## src/rtl/timer_two_consts.vh

```
/*
  Constants for the 16-bit reload timer: register indices, control and
  mode field positions, reset values, tick dividers and bus answers.
  Assumes it is included by bare name into each design file that needs it.
*/
`ifndef TIMER_TWO_CONSTS_VH
`define TIMER_TWO_CONSTS_VH

// Register indices; byte address is four times the index
`define IDX_TIMER_TWO_CONTROL 10'h0C8
`define IDX_TIMER_TWO_MODE    10'h0C9
`define IDX_RELOAD_LOW        10'h0CA
`define IDX_RELOAD_HIGH       10'h0CB
`define IDX_COUNT_LOW         10'h0CC
`define IDX_COUNT_HIGH        10'h0CD

// Bus geometry
`define ADDR_W     12
`define IDX_LSB    2
`define IDX_MSB    11
`define BYTE_LSB   0
`define BYTE_MSB   7
`define HIGH_LSB   8
`define HIGH_MSB   15

// Control register fields
`define CTL_OVERFLOW   7
`define CTL_EXT_FLAG   6
`define CTL_RX_CLK     5
`define CTL_TX_CLK     4
`define CTL_EXT_EN     3
`define CTL_RUN        2
`define CTL_SRC        1
`define CTL_CAPTURE    0

// Mode register fields
`define MODE_CLK_OE    1
`define MODE_UPDOWN    0

// Reset values
`define CONTROL_RESET  8'h00
`define MODE_RESET     2'h0
`define COUNT_RESET    16'h0000
`define RELOAD_RESET   16'h0000
`define COUNT_MAX      16'hFFFF
`define COUNT_ONE      16'h0001

// Tick rates: state time is half the clock, machine cycle a twelfth
`define TICK_DIV_MACHINE 4'hC
`define TICK_DIV_STATE   4'h2
`define TICK_LAST        4'hB

// Bus answers
`define RDATA_IDLE     32'h00000000
`define BYTE_PAD       24'h000000
`define MODE_PAD       30'h00000000

`endif
```

## src/rtl/edge_sync.v

```verilog
/*
  Two-stage synchroniser for one pin with a falling-edge pulse.
  Assumes the pin idles high and is asynchronous to pclk.
*/
`timescale 1ns/1ps
module edge_sync
(
  input  wire pclk,
  input  wire presetn,
  input  wire pin,
  output reg  level,
  output reg  fall
);
  reg meta;                             // First stage, read by level only
  reg last;                             // Previous settled sample

  // Two flops before any logic, then compare successive samples
  always @(posedge pclk or negedge presetn)
  begin
    if (!presetn)
    begin
      meta  <= 1'b1;
      level <= 1'b1;
      last  <= 1'b1;
      fall  <= 1'b0;
    end
    else
    begin
      meta  <= pin;
      level <= meta;
      last  <= level;
      fall  <= last & ~level;
    end
  end
endmodule // edge_sync

```

## src/rtl/tick_divider.v

```verilog
/*
  Divides pclk into one-cycle enables: a state-time tick every second
  cycle and a machine-cycle tick every twelfth cycle.
  Assumes pclk stands in for the crystal clock.
*/
`timescale 1ns/1ps
`include "timer_two_consts.vh"
module tick_divider
(
  input  wire pclk,
  input  wire presetn,
  output reg  state_tick,
  output reg  machine_tick
);
  reg [3:0] phase;                      // Position within the machine cycle

  // Free-running modulo-twelve phase; odd phases mark state times
  always @(posedge pclk or negedge presetn)
  begin
    if (!presetn)
    begin
      phase        <= 4'h0;
      state_tick   <= 1'b0;
      machine_tick <= 1'b0;
    end
    else
    begin
      phase        <= (phase == `TICK_LAST) ? 4'h0 : phase + 4'h1;
      state_tick   <= phase[0];
      machine_tick <= (phase == `TICK_LAST);
    end
  end
endmodule // tick_divider

```

## src/rtl/timer_two.v

```verilog
/*
  16-bit timer/counter with capture, auto-reload (up or down) and
  serial clock generation, reached over APB.
  Assumes an APB3 master on pclk, a trigger pin and an event pin both
  asynchronous to pclk, and a serial port that takes the clock pulses.
*/
// What this block does
// - Overflow sets sticky flag, not in serial mode
// - Trigger capture or reload sets external flag
// - External flag raises no request when updown
// - Receive select routes overflow pulses to receiver
// - Transmit select routes overflow pulses to transmitter
// - Edge enable gates trigger pin falling edges
// - Run bit starts and stops counting
// - Source: machine-cycle ticks or event pin edges
// - Capture bit picks capture or reload on edge
// - Serial mode forces auto-reload on overflow
// - Mode register: clock out and updown enables
// - Updown enable resets to zero, count up
// - Up count overflows past FFFF, reloads (wraps to zero in capture mode)
// - Edge enable: edge also reloads, sets flag
// - Request while overflow flag is set, or external flag when updown is off
// - Updown, pin high: count up, reload on overflow
// - Updown, pin low: count down, underflow to FFFF
// - Updown: external flag toggles each wrap
// - Serial mode: edge sets flag, no reload
// - Serial internal source ticks every state time
`timescale 1ns/1ps
`include "timer_two_consts.vh"
module timer_two
(
  input  wire                 pclk,
  input  wire                 presetn,
  input  wire                 psel,
  input  wire                 penable,
  input  wire                 pwrite,
  input  wire [`ADDR_W-1:0]   paddr,
  input  wire [31:0]          pwdata,
  output reg  [31:0]          prdata,
  output reg                  pready,
  output reg                  pslverr,
  input  wire                 external_trigger_pin,
  input  wire                 event_in,
  output reg                  clock_out,
  output reg                  clock_out_oe,
  output reg                  rx_clock_pulse,
  output reg                  tx_clock_pulse,
  output reg                  timer_irq_request
);

  // Register state
  reg [7:0]  control;                   // Control register image
  reg [1:0]  mode;                      // Clock out and updown enables
  reg [15:0] count;                     // Counter high and low bytes
  reg [15:0] reload;                    // Reload / capture pair

  // Next values
  reg [7:0]  next_control;
  reg [15:0] next_count;
  reg [15:0] next_reload;
  reg        wrap;                      // Overflow or underflow this cycle

  // Synchronised pins and tick enables
  wire trig_level;                      // Settled trigger level
  wire trig_fall;                       // Trigger falling edge pulse
  wire event_fall;                      // Event falling edge pulse
  wire state_tick;                      // Every second pclk
  wire machine_tick;                    // Every twelfth pclk

  // Decoded bus access
  wire [9:0] idx;
  wire       setup_phase;
  wire       write_now;

  // Decoded modes
  wire run;
  wire serial_mode;
  wire updown;
  wire capture_mode;
  wire edge_hit;
  wire count_tick;

  // Returns 1 when a register index is mapped
  function mapped;
    input [9:0] i;
    begin
      mapped = (i == `IDX_TIMER_TWO_CONTROL) || (i == `IDX_TIMER_TWO_MODE) ||
               (i == `IDX_RELOAD_LOW) || (i == `IDX_RELOAD_HIGH) ||
               (i == `IDX_COUNT_LOW) || (i == `IDX_COUNT_HIGH);
    end
  endfunction

  // Read mux; unmapped and reserved bits read as zero
  function [31:0] read_word;
    input [9:0]  i;
    input [7:0]  c;
    input [1:0]  m;
    input [15:0] cnt;
    input [15:0] rl;
    begin
      case (i)
        `IDX_TIMER_TWO_CONTROL: read_word = {`BYTE_PAD, c};
        `IDX_TIMER_TWO_MODE:    read_word = {`MODE_PAD, m};
        `IDX_RELOAD_LOW:        read_word = {`BYTE_PAD, rl[`BYTE_MSB:`BYTE_LSB]};
        `IDX_RELOAD_HIGH:       read_word = {`BYTE_PAD, rl[`HIGH_MSB:`HIGH_LSB]};
        `IDX_COUNT_LOW:         read_word = {`BYTE_PAD, cnt[`BYTE_MSB:`BYTE_LSB]};
        `IDX_COUNT_HIGH:        read_word = {`BYTE_PAD, cnt[`HIGH_MSB:`HIGH_LSB]};
        default:                read_word = `RDATA_IDLE;
      endcase
    end
  endfunction

  // Trigger pin synchroniser
  edge_sync u_trig_sync
  (
    .pclk    (pclk),
    .presetn (presetn),
    .pin     (external_trigger_pin),
    .level   (trig_level),
    .fall    (trig_fall)
  );

  // Event pin synchroniser
  edge_sync u_event_sync
  (
    .pclk    (pclk),
    .presetn (presetn),
    .pin     (event_in),
    .level   (),
    .fall    (event_fall)
  );

  // Machine-cycle and state-time enables
  tick_divider u_ticks
  (
    .pclk         (pclk),
    .presetn      (presetn),
    .state_tick   (state_tick),
    .machine_tick (machine_tick)
  );

  assign idx         = paddr[`IDX_MSB:`IDX_LSB];
  assign setup_phase = psel & ~penable & ~pready;
  assign write_now   = psel & penable & pready & pwrite & ~pslverr;

  assign run          = control[`CTL_RUN];
  assign serial_mode  = control[`CTL_RX_CLK] | control[`CTL_TX_CLK];
  // Serial mode ignores the capture bit and the direction pin
  assign capture_mode = control[`CTL_CAPTURE] & ~serial_mode;
  assign updown       = mode[`MODE_UPDOWN] & ~serial_mode & ~capture_mode;
  // Edges only count while enabled and running; the pin level still sets updown direction
  assign edge_hit     = run & control[`CTL_EXT_EN] & trig_fall;

  // Internal source: state time in serial mode, else machine cycle
  assign count_tick = run & (control[`CTL_SRC] ? event_fall :
                             (serial_mode ? state_tick : machine_tick));

  // APB answer: zero wait states, registered read data and error
  always @(posedge pclk or negedge presetn)
  begin
    if (!presetn)
    begin
      pready  <= 1'b0;
      pslverr <= 1'b0;
      prdata  <= `RDATA_IDLE;
    end
    else if (setup_phase)
    begin
      // Sample in setup, answer in the first access cycle
      pready  <= 1'b1;
      pslverr <= ~mapped(idx);
      prdata  <= pwrite ? `RDATA_IDLE : read_word(idx, control, mode, count, reload);
    end
    else
    begin
      pready  <= 1'b0;
      pslverr <= 1'b0;
      prdata  <= `RDATA_IDLE;
    end
  end

  // Counting, reload, capture and flag updates
  always @*
  begin
    next_control = control;
    next_count   = count;
    next_reload  = reload;
    wrap         = 1'b0;

    // Software writes first; hardware events below win over a clear
    if (write_now && idx == `IDX_TIMER_TWO_CONTROL)
    begin
      next_control = pwdata[`BYTE_MSB:`BYTE_LSB];
    end
    if (write_now && idx == `IDX_RELOAD_LOW)
    begin
      next_reload[`BYTE_MSB:`BYTE_LSB] = pwdata[`BYTE_MSB:`BYTE_LSB];
    end
    if (write_now && idx == `IDX_RELOAD_HIGH)
    begin
      next_reload[`HIGH_MSB:`HIGH_LSB] = pwdata[`BYTE_MSB:`BYTE_LSB];
    end

    if (count_tick)
    begin
      if (serial_mode)
      begin
        // Baud generation: reload on rollover, overflow flag untouched
        if (count == `COUNT_MAX)
        begin
          next_count = reload;
          wrap       = 1'b1;
        end
        else
        begin
          next_count = count + `COUNT_ONE;
        end
      end
      else if (updown && trig_level)
      begin
        // Direction pin high: count up
        if (count == `COUNT_MAX)
        begin
          next_count = reload;
          next_control[`CTL_OVERFLOW] = 1'b1;
          next_control[`CTL_EXT_FLAG] = ~next_control[`CTL_EXT_FLAG];
          wrap = 1'b1;
        end
        else
        begin
          next_count = count + `COUNT_ONE;
        end
      end
      else if (updown)
      begin
        // Direction pin low: count down to the reload value
        if (count == reload)
        begin
          next_count = `COUNT_MAX;
          next_control[`CTL_OVERFLOW] = 1'b1;
          next_control[`CTL_EXT_FLAG] = ~next_control[`CTL_EXT_FLAG];
          wrap = 1'b1;
        end
        else
        begin
          next_count = count - `COUNT_ONE;
        end
      end
      else
      begin
        // Up count; capture mode wraps to zero, reload mode reloads
        if (count == `COUNT_MAX)
        begin
          next_count = capture_mode ? `COUNT_RESET : reload;
          next_control[`CTL_OVERFLOW] = 1'b1;
          wrap = 1'b1;
        end
        else
        begin
          next_count = count + `COUNT_ONE;
        end
      end
    end

    // Trigger edge; in updown mode the pin only sets direction
    if (edge_hit && !updown)
    begin
      next_control[`CTL_EXT_FLAG] = 1'b1;
      if (serial_mode)
      begin
        // Spare interrupt source only, counter left alone
        next_count = next_count;
      end
      else if (capture_mode)
      begin
        next_reload = count;
      end
      else
      begin
        next_count = reload;
      end
    end

    // A write to the count bytes overrides the counter this cycle
    if (write_now && idx == `IDX_COUNT_LOW)
    begin
      next_count[`BYTE_MSB:`BYTE_LSB] = pwdata[`BYTE_MSB:`BYTE_LSB];
    end
    if (write_now && idx == `IDX_COUNT_HIGH)
    begin
      next_count[`HIGH_MSB:`HIGH_LSB] = pwdata[`BYTE_MSB:`BYTE_LSB];
    end
  end

  // Register state update
  always @(posedge pclk or negedge presetn)
  begin
    if (!presetn)
    begin
      control <= `CONTROL_RESET;
      mode    <= `MODE_RESET;
      count   <= `COUNT_RESET;
      reload  <= `RELOAD_RESET;
    end
    else
    begin
      control <= next_control;
      count   <= next_count;
      reload  <= next_reload;
      if (write_now && idx == `IDX_TIMER_TWO_MODE)
      begin
        // Only the two implemented bits are stored
        mode <= pwdata[`MODE_CLK_OE:`MODE_UPDOWN];
      end
    end
  end

  // Serial clock pulses; a pulse lasts one pclk per wrap
  always @(posedge pclk or negedge presetn)
  begin
    if (!presetn)
    begin
      rx_clock_pulse <= 1'b0;
      tx_clock_pulse <= 1'b0;
    end
    else
    begin
      rx_clock_pulse <= wrap & control[`CTL_RX_CLK];
      tx_clock_pulse <= wrap & control[`CTL_TX_CLK];
    end
  end

  // Clock out: toggles on every wrap while enabled, drives the event pin
  always @(posedge pclk or negedge presetn)
  begin
    if (!presetn)
    begin
      clock_out    <= 1'b0;
      clock_out_oe <= 1'b0;
    end
    else
    begin
      clock_out_oe <= mode[`MODE_CLK_OE];
      if (!mode[`MODE_CLK_OE])
      begin
        clock_out <= 1'b0;
      end
      else if (wrap)
      begin
        clock_out <= ~clock_out;
      end
    end
  end

  // Request level follows the next flags so it tracks them exactly
  always @(posedge pclk or negedge presetn)
  begin
    if (!presetn)
    begin
      timer_irq_request <= 1'b0;
    end
    else
    begin
      timer_irq_request <= next_control[`CTL_OVERFLOW] |
                           (next_control[`CTL_EXT_FLAG] & ~mode[`MODE_UPDOWN]);
    end
  end

endmodule // timer_two

```

## config.mk

```make
export PLATFORM = sky130hd
export DESIGN_NAME = timer_two
export DESIGN_NICKNAME = d
export VERILOG_FILES = /design/src/rtl/edge_sync.v /design/src/rtl/tick_divider.v /design/src/rtl/timer_two.v
export VERILOG_INCLUDE_DIRS = /design/src /design/src/rtl
export SDC_FILE = /design/constraint.sdc
export NUM_CORES = 1
export LEC_CHECK = 0
export ABC_AREA = 0
export BUFFER_PORTS_ARGS = -buffer_cell sky130_fd_sc_hd__buf_2
export CAP_MARGIN = 20
export CORE_MARGIN = 2
export CORE_UTILIZATION = 30
export CTS_CLUSTER_DIAMETER = 80
export CTS_CLUSTER_SIZE = 14
export DETAILED_ROUTE_END_ITERATION = 10
export PLACE_DENSITY = 0.53
export SLEW_MARGIN = 20
export SYNTH_ARGS = -nofsm -noshare
export SYNTH_HDL_FRONTEND = slang
export SYNTH_SLANG_ARGS = --single-unit
```

## constraint.sdc

```tcl
create_clock -name pclk -period 3.14 [get_ports pclk]
set_input_delay 0.628 -clock pclk [delete_from_list [all_inputs] [get_ports pclk]]
set_output_delay 0.628 -clock pclk [all_outputs]
set_load 0.005 [all_outputs]
```

==> impl_metrics.toml <==
[drt]
first_iter_violations = 537
routed_wl_um = 17000
routedWlPerCell_um = 20.8
vias = 4621
drc = 0
vias_per_cell = 5.68
ant_nets = 0
drt_pass1_iterations = 5

[hold_path]
hp-class = "register to register"
hold_path.startpoint = "u_event_sync.meta"
hold_end = "u_event_sync.level"
whs_path_depth = 0

[yosys]
ys_warn_count = 0
ys_types = 66
synthCells = 558
synth-edff-count = 0
syn_area_per_cell_um2 = 8.85
syn_area_um2 = 4940
ys_seq_area_share_pct = 36.1
async_reset_ff_share_pct = 100
ys_ff_latch = 71
ys.flop_type = "dfrtp_1"

[sta]
max_freq_mhz = 381
slew_headroom_pct = 36.9
rsz0062_at_grt = "no"
fin_crit_sh_pct = 83.7
hold_viol = 0
final.min_clock_period_ns = 2.63
setup_viol = 0
tightest_slew_ns = 0.946
fin_skew_ns = 0.0122
slew_viol_final = 0
setup_tns_ns = 0
fin_ws_ns = 0.513
whs_ns = 0.356

[place]
hpwl_um = 12100
routabilityCongestion = 0.928
dp_slack_ns = 0.417
io_buffers = 39

[die]
die_x_um = 132
initial_core_util_pct = 30.9
die-area_um2 = 17500
die-height_um = 132
io_pins = 90
coreArea_um2 = 16000
rows = 46

[grt]
grt.overflow.total = 0
grt_max_degree = 72
antenna_found_initial = 1
grt_pass1_vias = 4442
grtUsageTotal_pct = 19.4
grt_pass1_wl_um = 26100

[power]
p_clk_share_pct = 49.7
p_sw_share_pct = 26.2
powerDensity_nw_per_um2 = 364
peakVddDrop_mv = 0.370
seqPwrFrac_pct = 45.7
leakage_nw = 2.28
p_int_mw = 1.51
p_switching_mw = 0.534
total_power_mw = 2.04
combPwrFrac_pct = 4.6

[clocking]
cts_max_path_buffers = 2
cts_tree = "built"
cts_root_buf = "clkbuf_16"
post_cts_resized = 0
clk_latency_ns = 0.36
postCtsSetupBuffers = 0
clk_pin_slew_worst_paths_ns = 0.07
hold_buffers = 0
cts_buffers = 9
cts.sinks = 71
cts_max_level = 3

[worst_setup_path]
critPathMaxFanout = 9
crit_arrival_ns = 2.90
r2r_cells = 9
required_ns = 3.41
r2r_slack_ns = 0.51
rr_endpoint = "count[12]"
reg2reg_from = "count[0]"
endpoint_kind = "register"
path_class = "register to register"
start_kind = "register"

[cells_and_area]
nFillCells = 1712
nets = 647
area_delta_synth_final_pct = 13.5
antenna_cells = 0
final_layout_size_suffix_gt1_share_pct = 21.6

[flow_run]
cap_violations = 0

[outcome]
status = "finished, final reports clean"
-- cells in the final DEF, fill, tap and decap left out, drive strengths merged, types with 3 or more instances in the layout --
cell / count
a31oi: 14
a221oi: 12
nor3b: 4
nor4: 11
o221ai: 4
nand4: 8
o2111ai: 3
xor2: 22
xnor2: 15
nand3: 24
buf: 65
nor2: 44
or2: 7
nor2b: 3
dfstp: 6
ha: 3
dfrtp: 65
o21ai: 26
a211o: 4
inv: 16
a21oi: 36
nand2: 38
clkbuf: 9
mux2: 20
conb: 24
mux2i: 19
o31ai: 3
a22oi: 3
nor3: 22
and3: 9
and2: 6
or4: 5
nand2b: 5
o211ai: 10
or3: 7
-- synthesized netlist by cell type, types with 12 or more instances --
library cell	n	area share, %
mux2_2	20	4.6
mux2i_1	19	3.9
clkbuf_1	21	1.6
xnor2_1	15	2.7
xor2_1	22	3.9
o21ai_0	25	2.5
buf_4	28	4.3
buf_2	12	1.2
dfrtp_1	65	33
a221oi_1	12	2.1
nor3_1	21	2.1
a21oi_1	36	3.6
a31oi_1	14	1.8
nand2_1	38	2.9
nor2_1	43	3.3
nand3_1	23	2.3
-- cells by family (layout without fill, tap and decap cells) --
family | Yosys count | in the layout | synth area share, %
muxes | 41 | 41 | 9.33
buffers and inverters | 75 | 92 | 8.44
AOI/OAI and AO/OA | 129 | 129 | 16.9
and+or+nand+nor | 201 | 201 | 21.8
DFF | 71 | 71 | 36.1
adders and majority gates | 3 | 3 | 0.760
xor gates and xnor gates | 37 | 37 | 6.56
other | 1 | 24 | 0.0760
-- power groups by stage --
stage	clock (mW)	combinational, mW	sequential (mW)
finish	1.01	0.0948	0.932
global route	1.08	0.104	0.932
CTS	1.04	0.0955	0.931
detailed placement	0	0.0954	0.948
global placement	0	0.0937	0.948
floorplan	0	0.0581	0.946
-- registers in the layout, summed over array words and instances (netlist names) --
| signal | cells |
|---|---|
| u_ticks.phase | 4 |
| timer_irq_request | 1 |
| mode | 2 |
| u_trig_sync.meta | 1 |
| u_event_sync.last | 1 |
| u_ticks.state_tick | 1 |
| u_trig_sync.level | 1 |
| clock_out | 1 |
| prdata | 8 |
| pready | 1 |
| u_event_sync.fall | 1 |
| u_ticks.machine_tick | 1 |
| pslverr | 1 |
| u_event_sync.level | 1 |
| clock_out_oe | 1 |
| u_trig_sync.last | 1 |
| u_event_sync.meta | 1 |
| control | 8 |
| reload | 16 |
| u_trig_sync.fall | 1 |
| rx_clock_pulse | 1 |
| count | 16 |
| tx_clock_pulse | 1 |
-- critical path, stage by stage (launching register included) --
cell      delay [ns]
dfrtp_1         0.38
buf_4           0.18
inv_1           0.08
ha_1            0.21
nor3b_2         0.37
nand2_1         0.25
or3_2           0.52
xnor2_1         0.16
o221ai_1        0.14
o31ai_1         0.24
-- routing by layer --
metal,GRT usage (%),vias to the layer above,share of wire (%)
met5,0,-,0
met4,10.8,0,5.0
met3,4.54,58,7.2
met2,29.4,213,44
met1,25.5,2282,43
li1,-,2068,-
-- worst max-delay path by stage --
| stage | to | startpoint |
|---|---|---|
| CTS | timer_irq_request | count[9] |
| finish | count[12] | count[0] |
| global route | timer_irq_request | count[9] |
| global placement | reload[2] | paddr[10] |
| detailed placement | reload[3] | paddr[10] |
| floorplan | count[7] | paddr[7] |
-- cell type report --
type / instances / area [um^2] / share of cell area, %
clock buffer: 9 / 225 / 4.02
clock inverter: 7 / 61.3 / 1.09
multi-input combinational: 435 / 2830 / 50.5
sequential: 71 / 1780 / 31.8
tap: 216 / 270 / 4.82
timing repair buffer: 65 / 393 / 7.01
inverter: 11 / 41.3 / 0.737
-- stage by stage --
stage | instance area (um^2) | util, % | cells
after floorplan | 5020 | - | 581
after global placement | 5320 | 33.2 | 798
after detailed placement | 5320 | 33.2 | 798
after CTS | 5600 | 35.0 | 814
after global routing | 5600 | 35.0 | 814
final | 5600 | 35.0 | 814
Power figures use the tool's default switching activity.
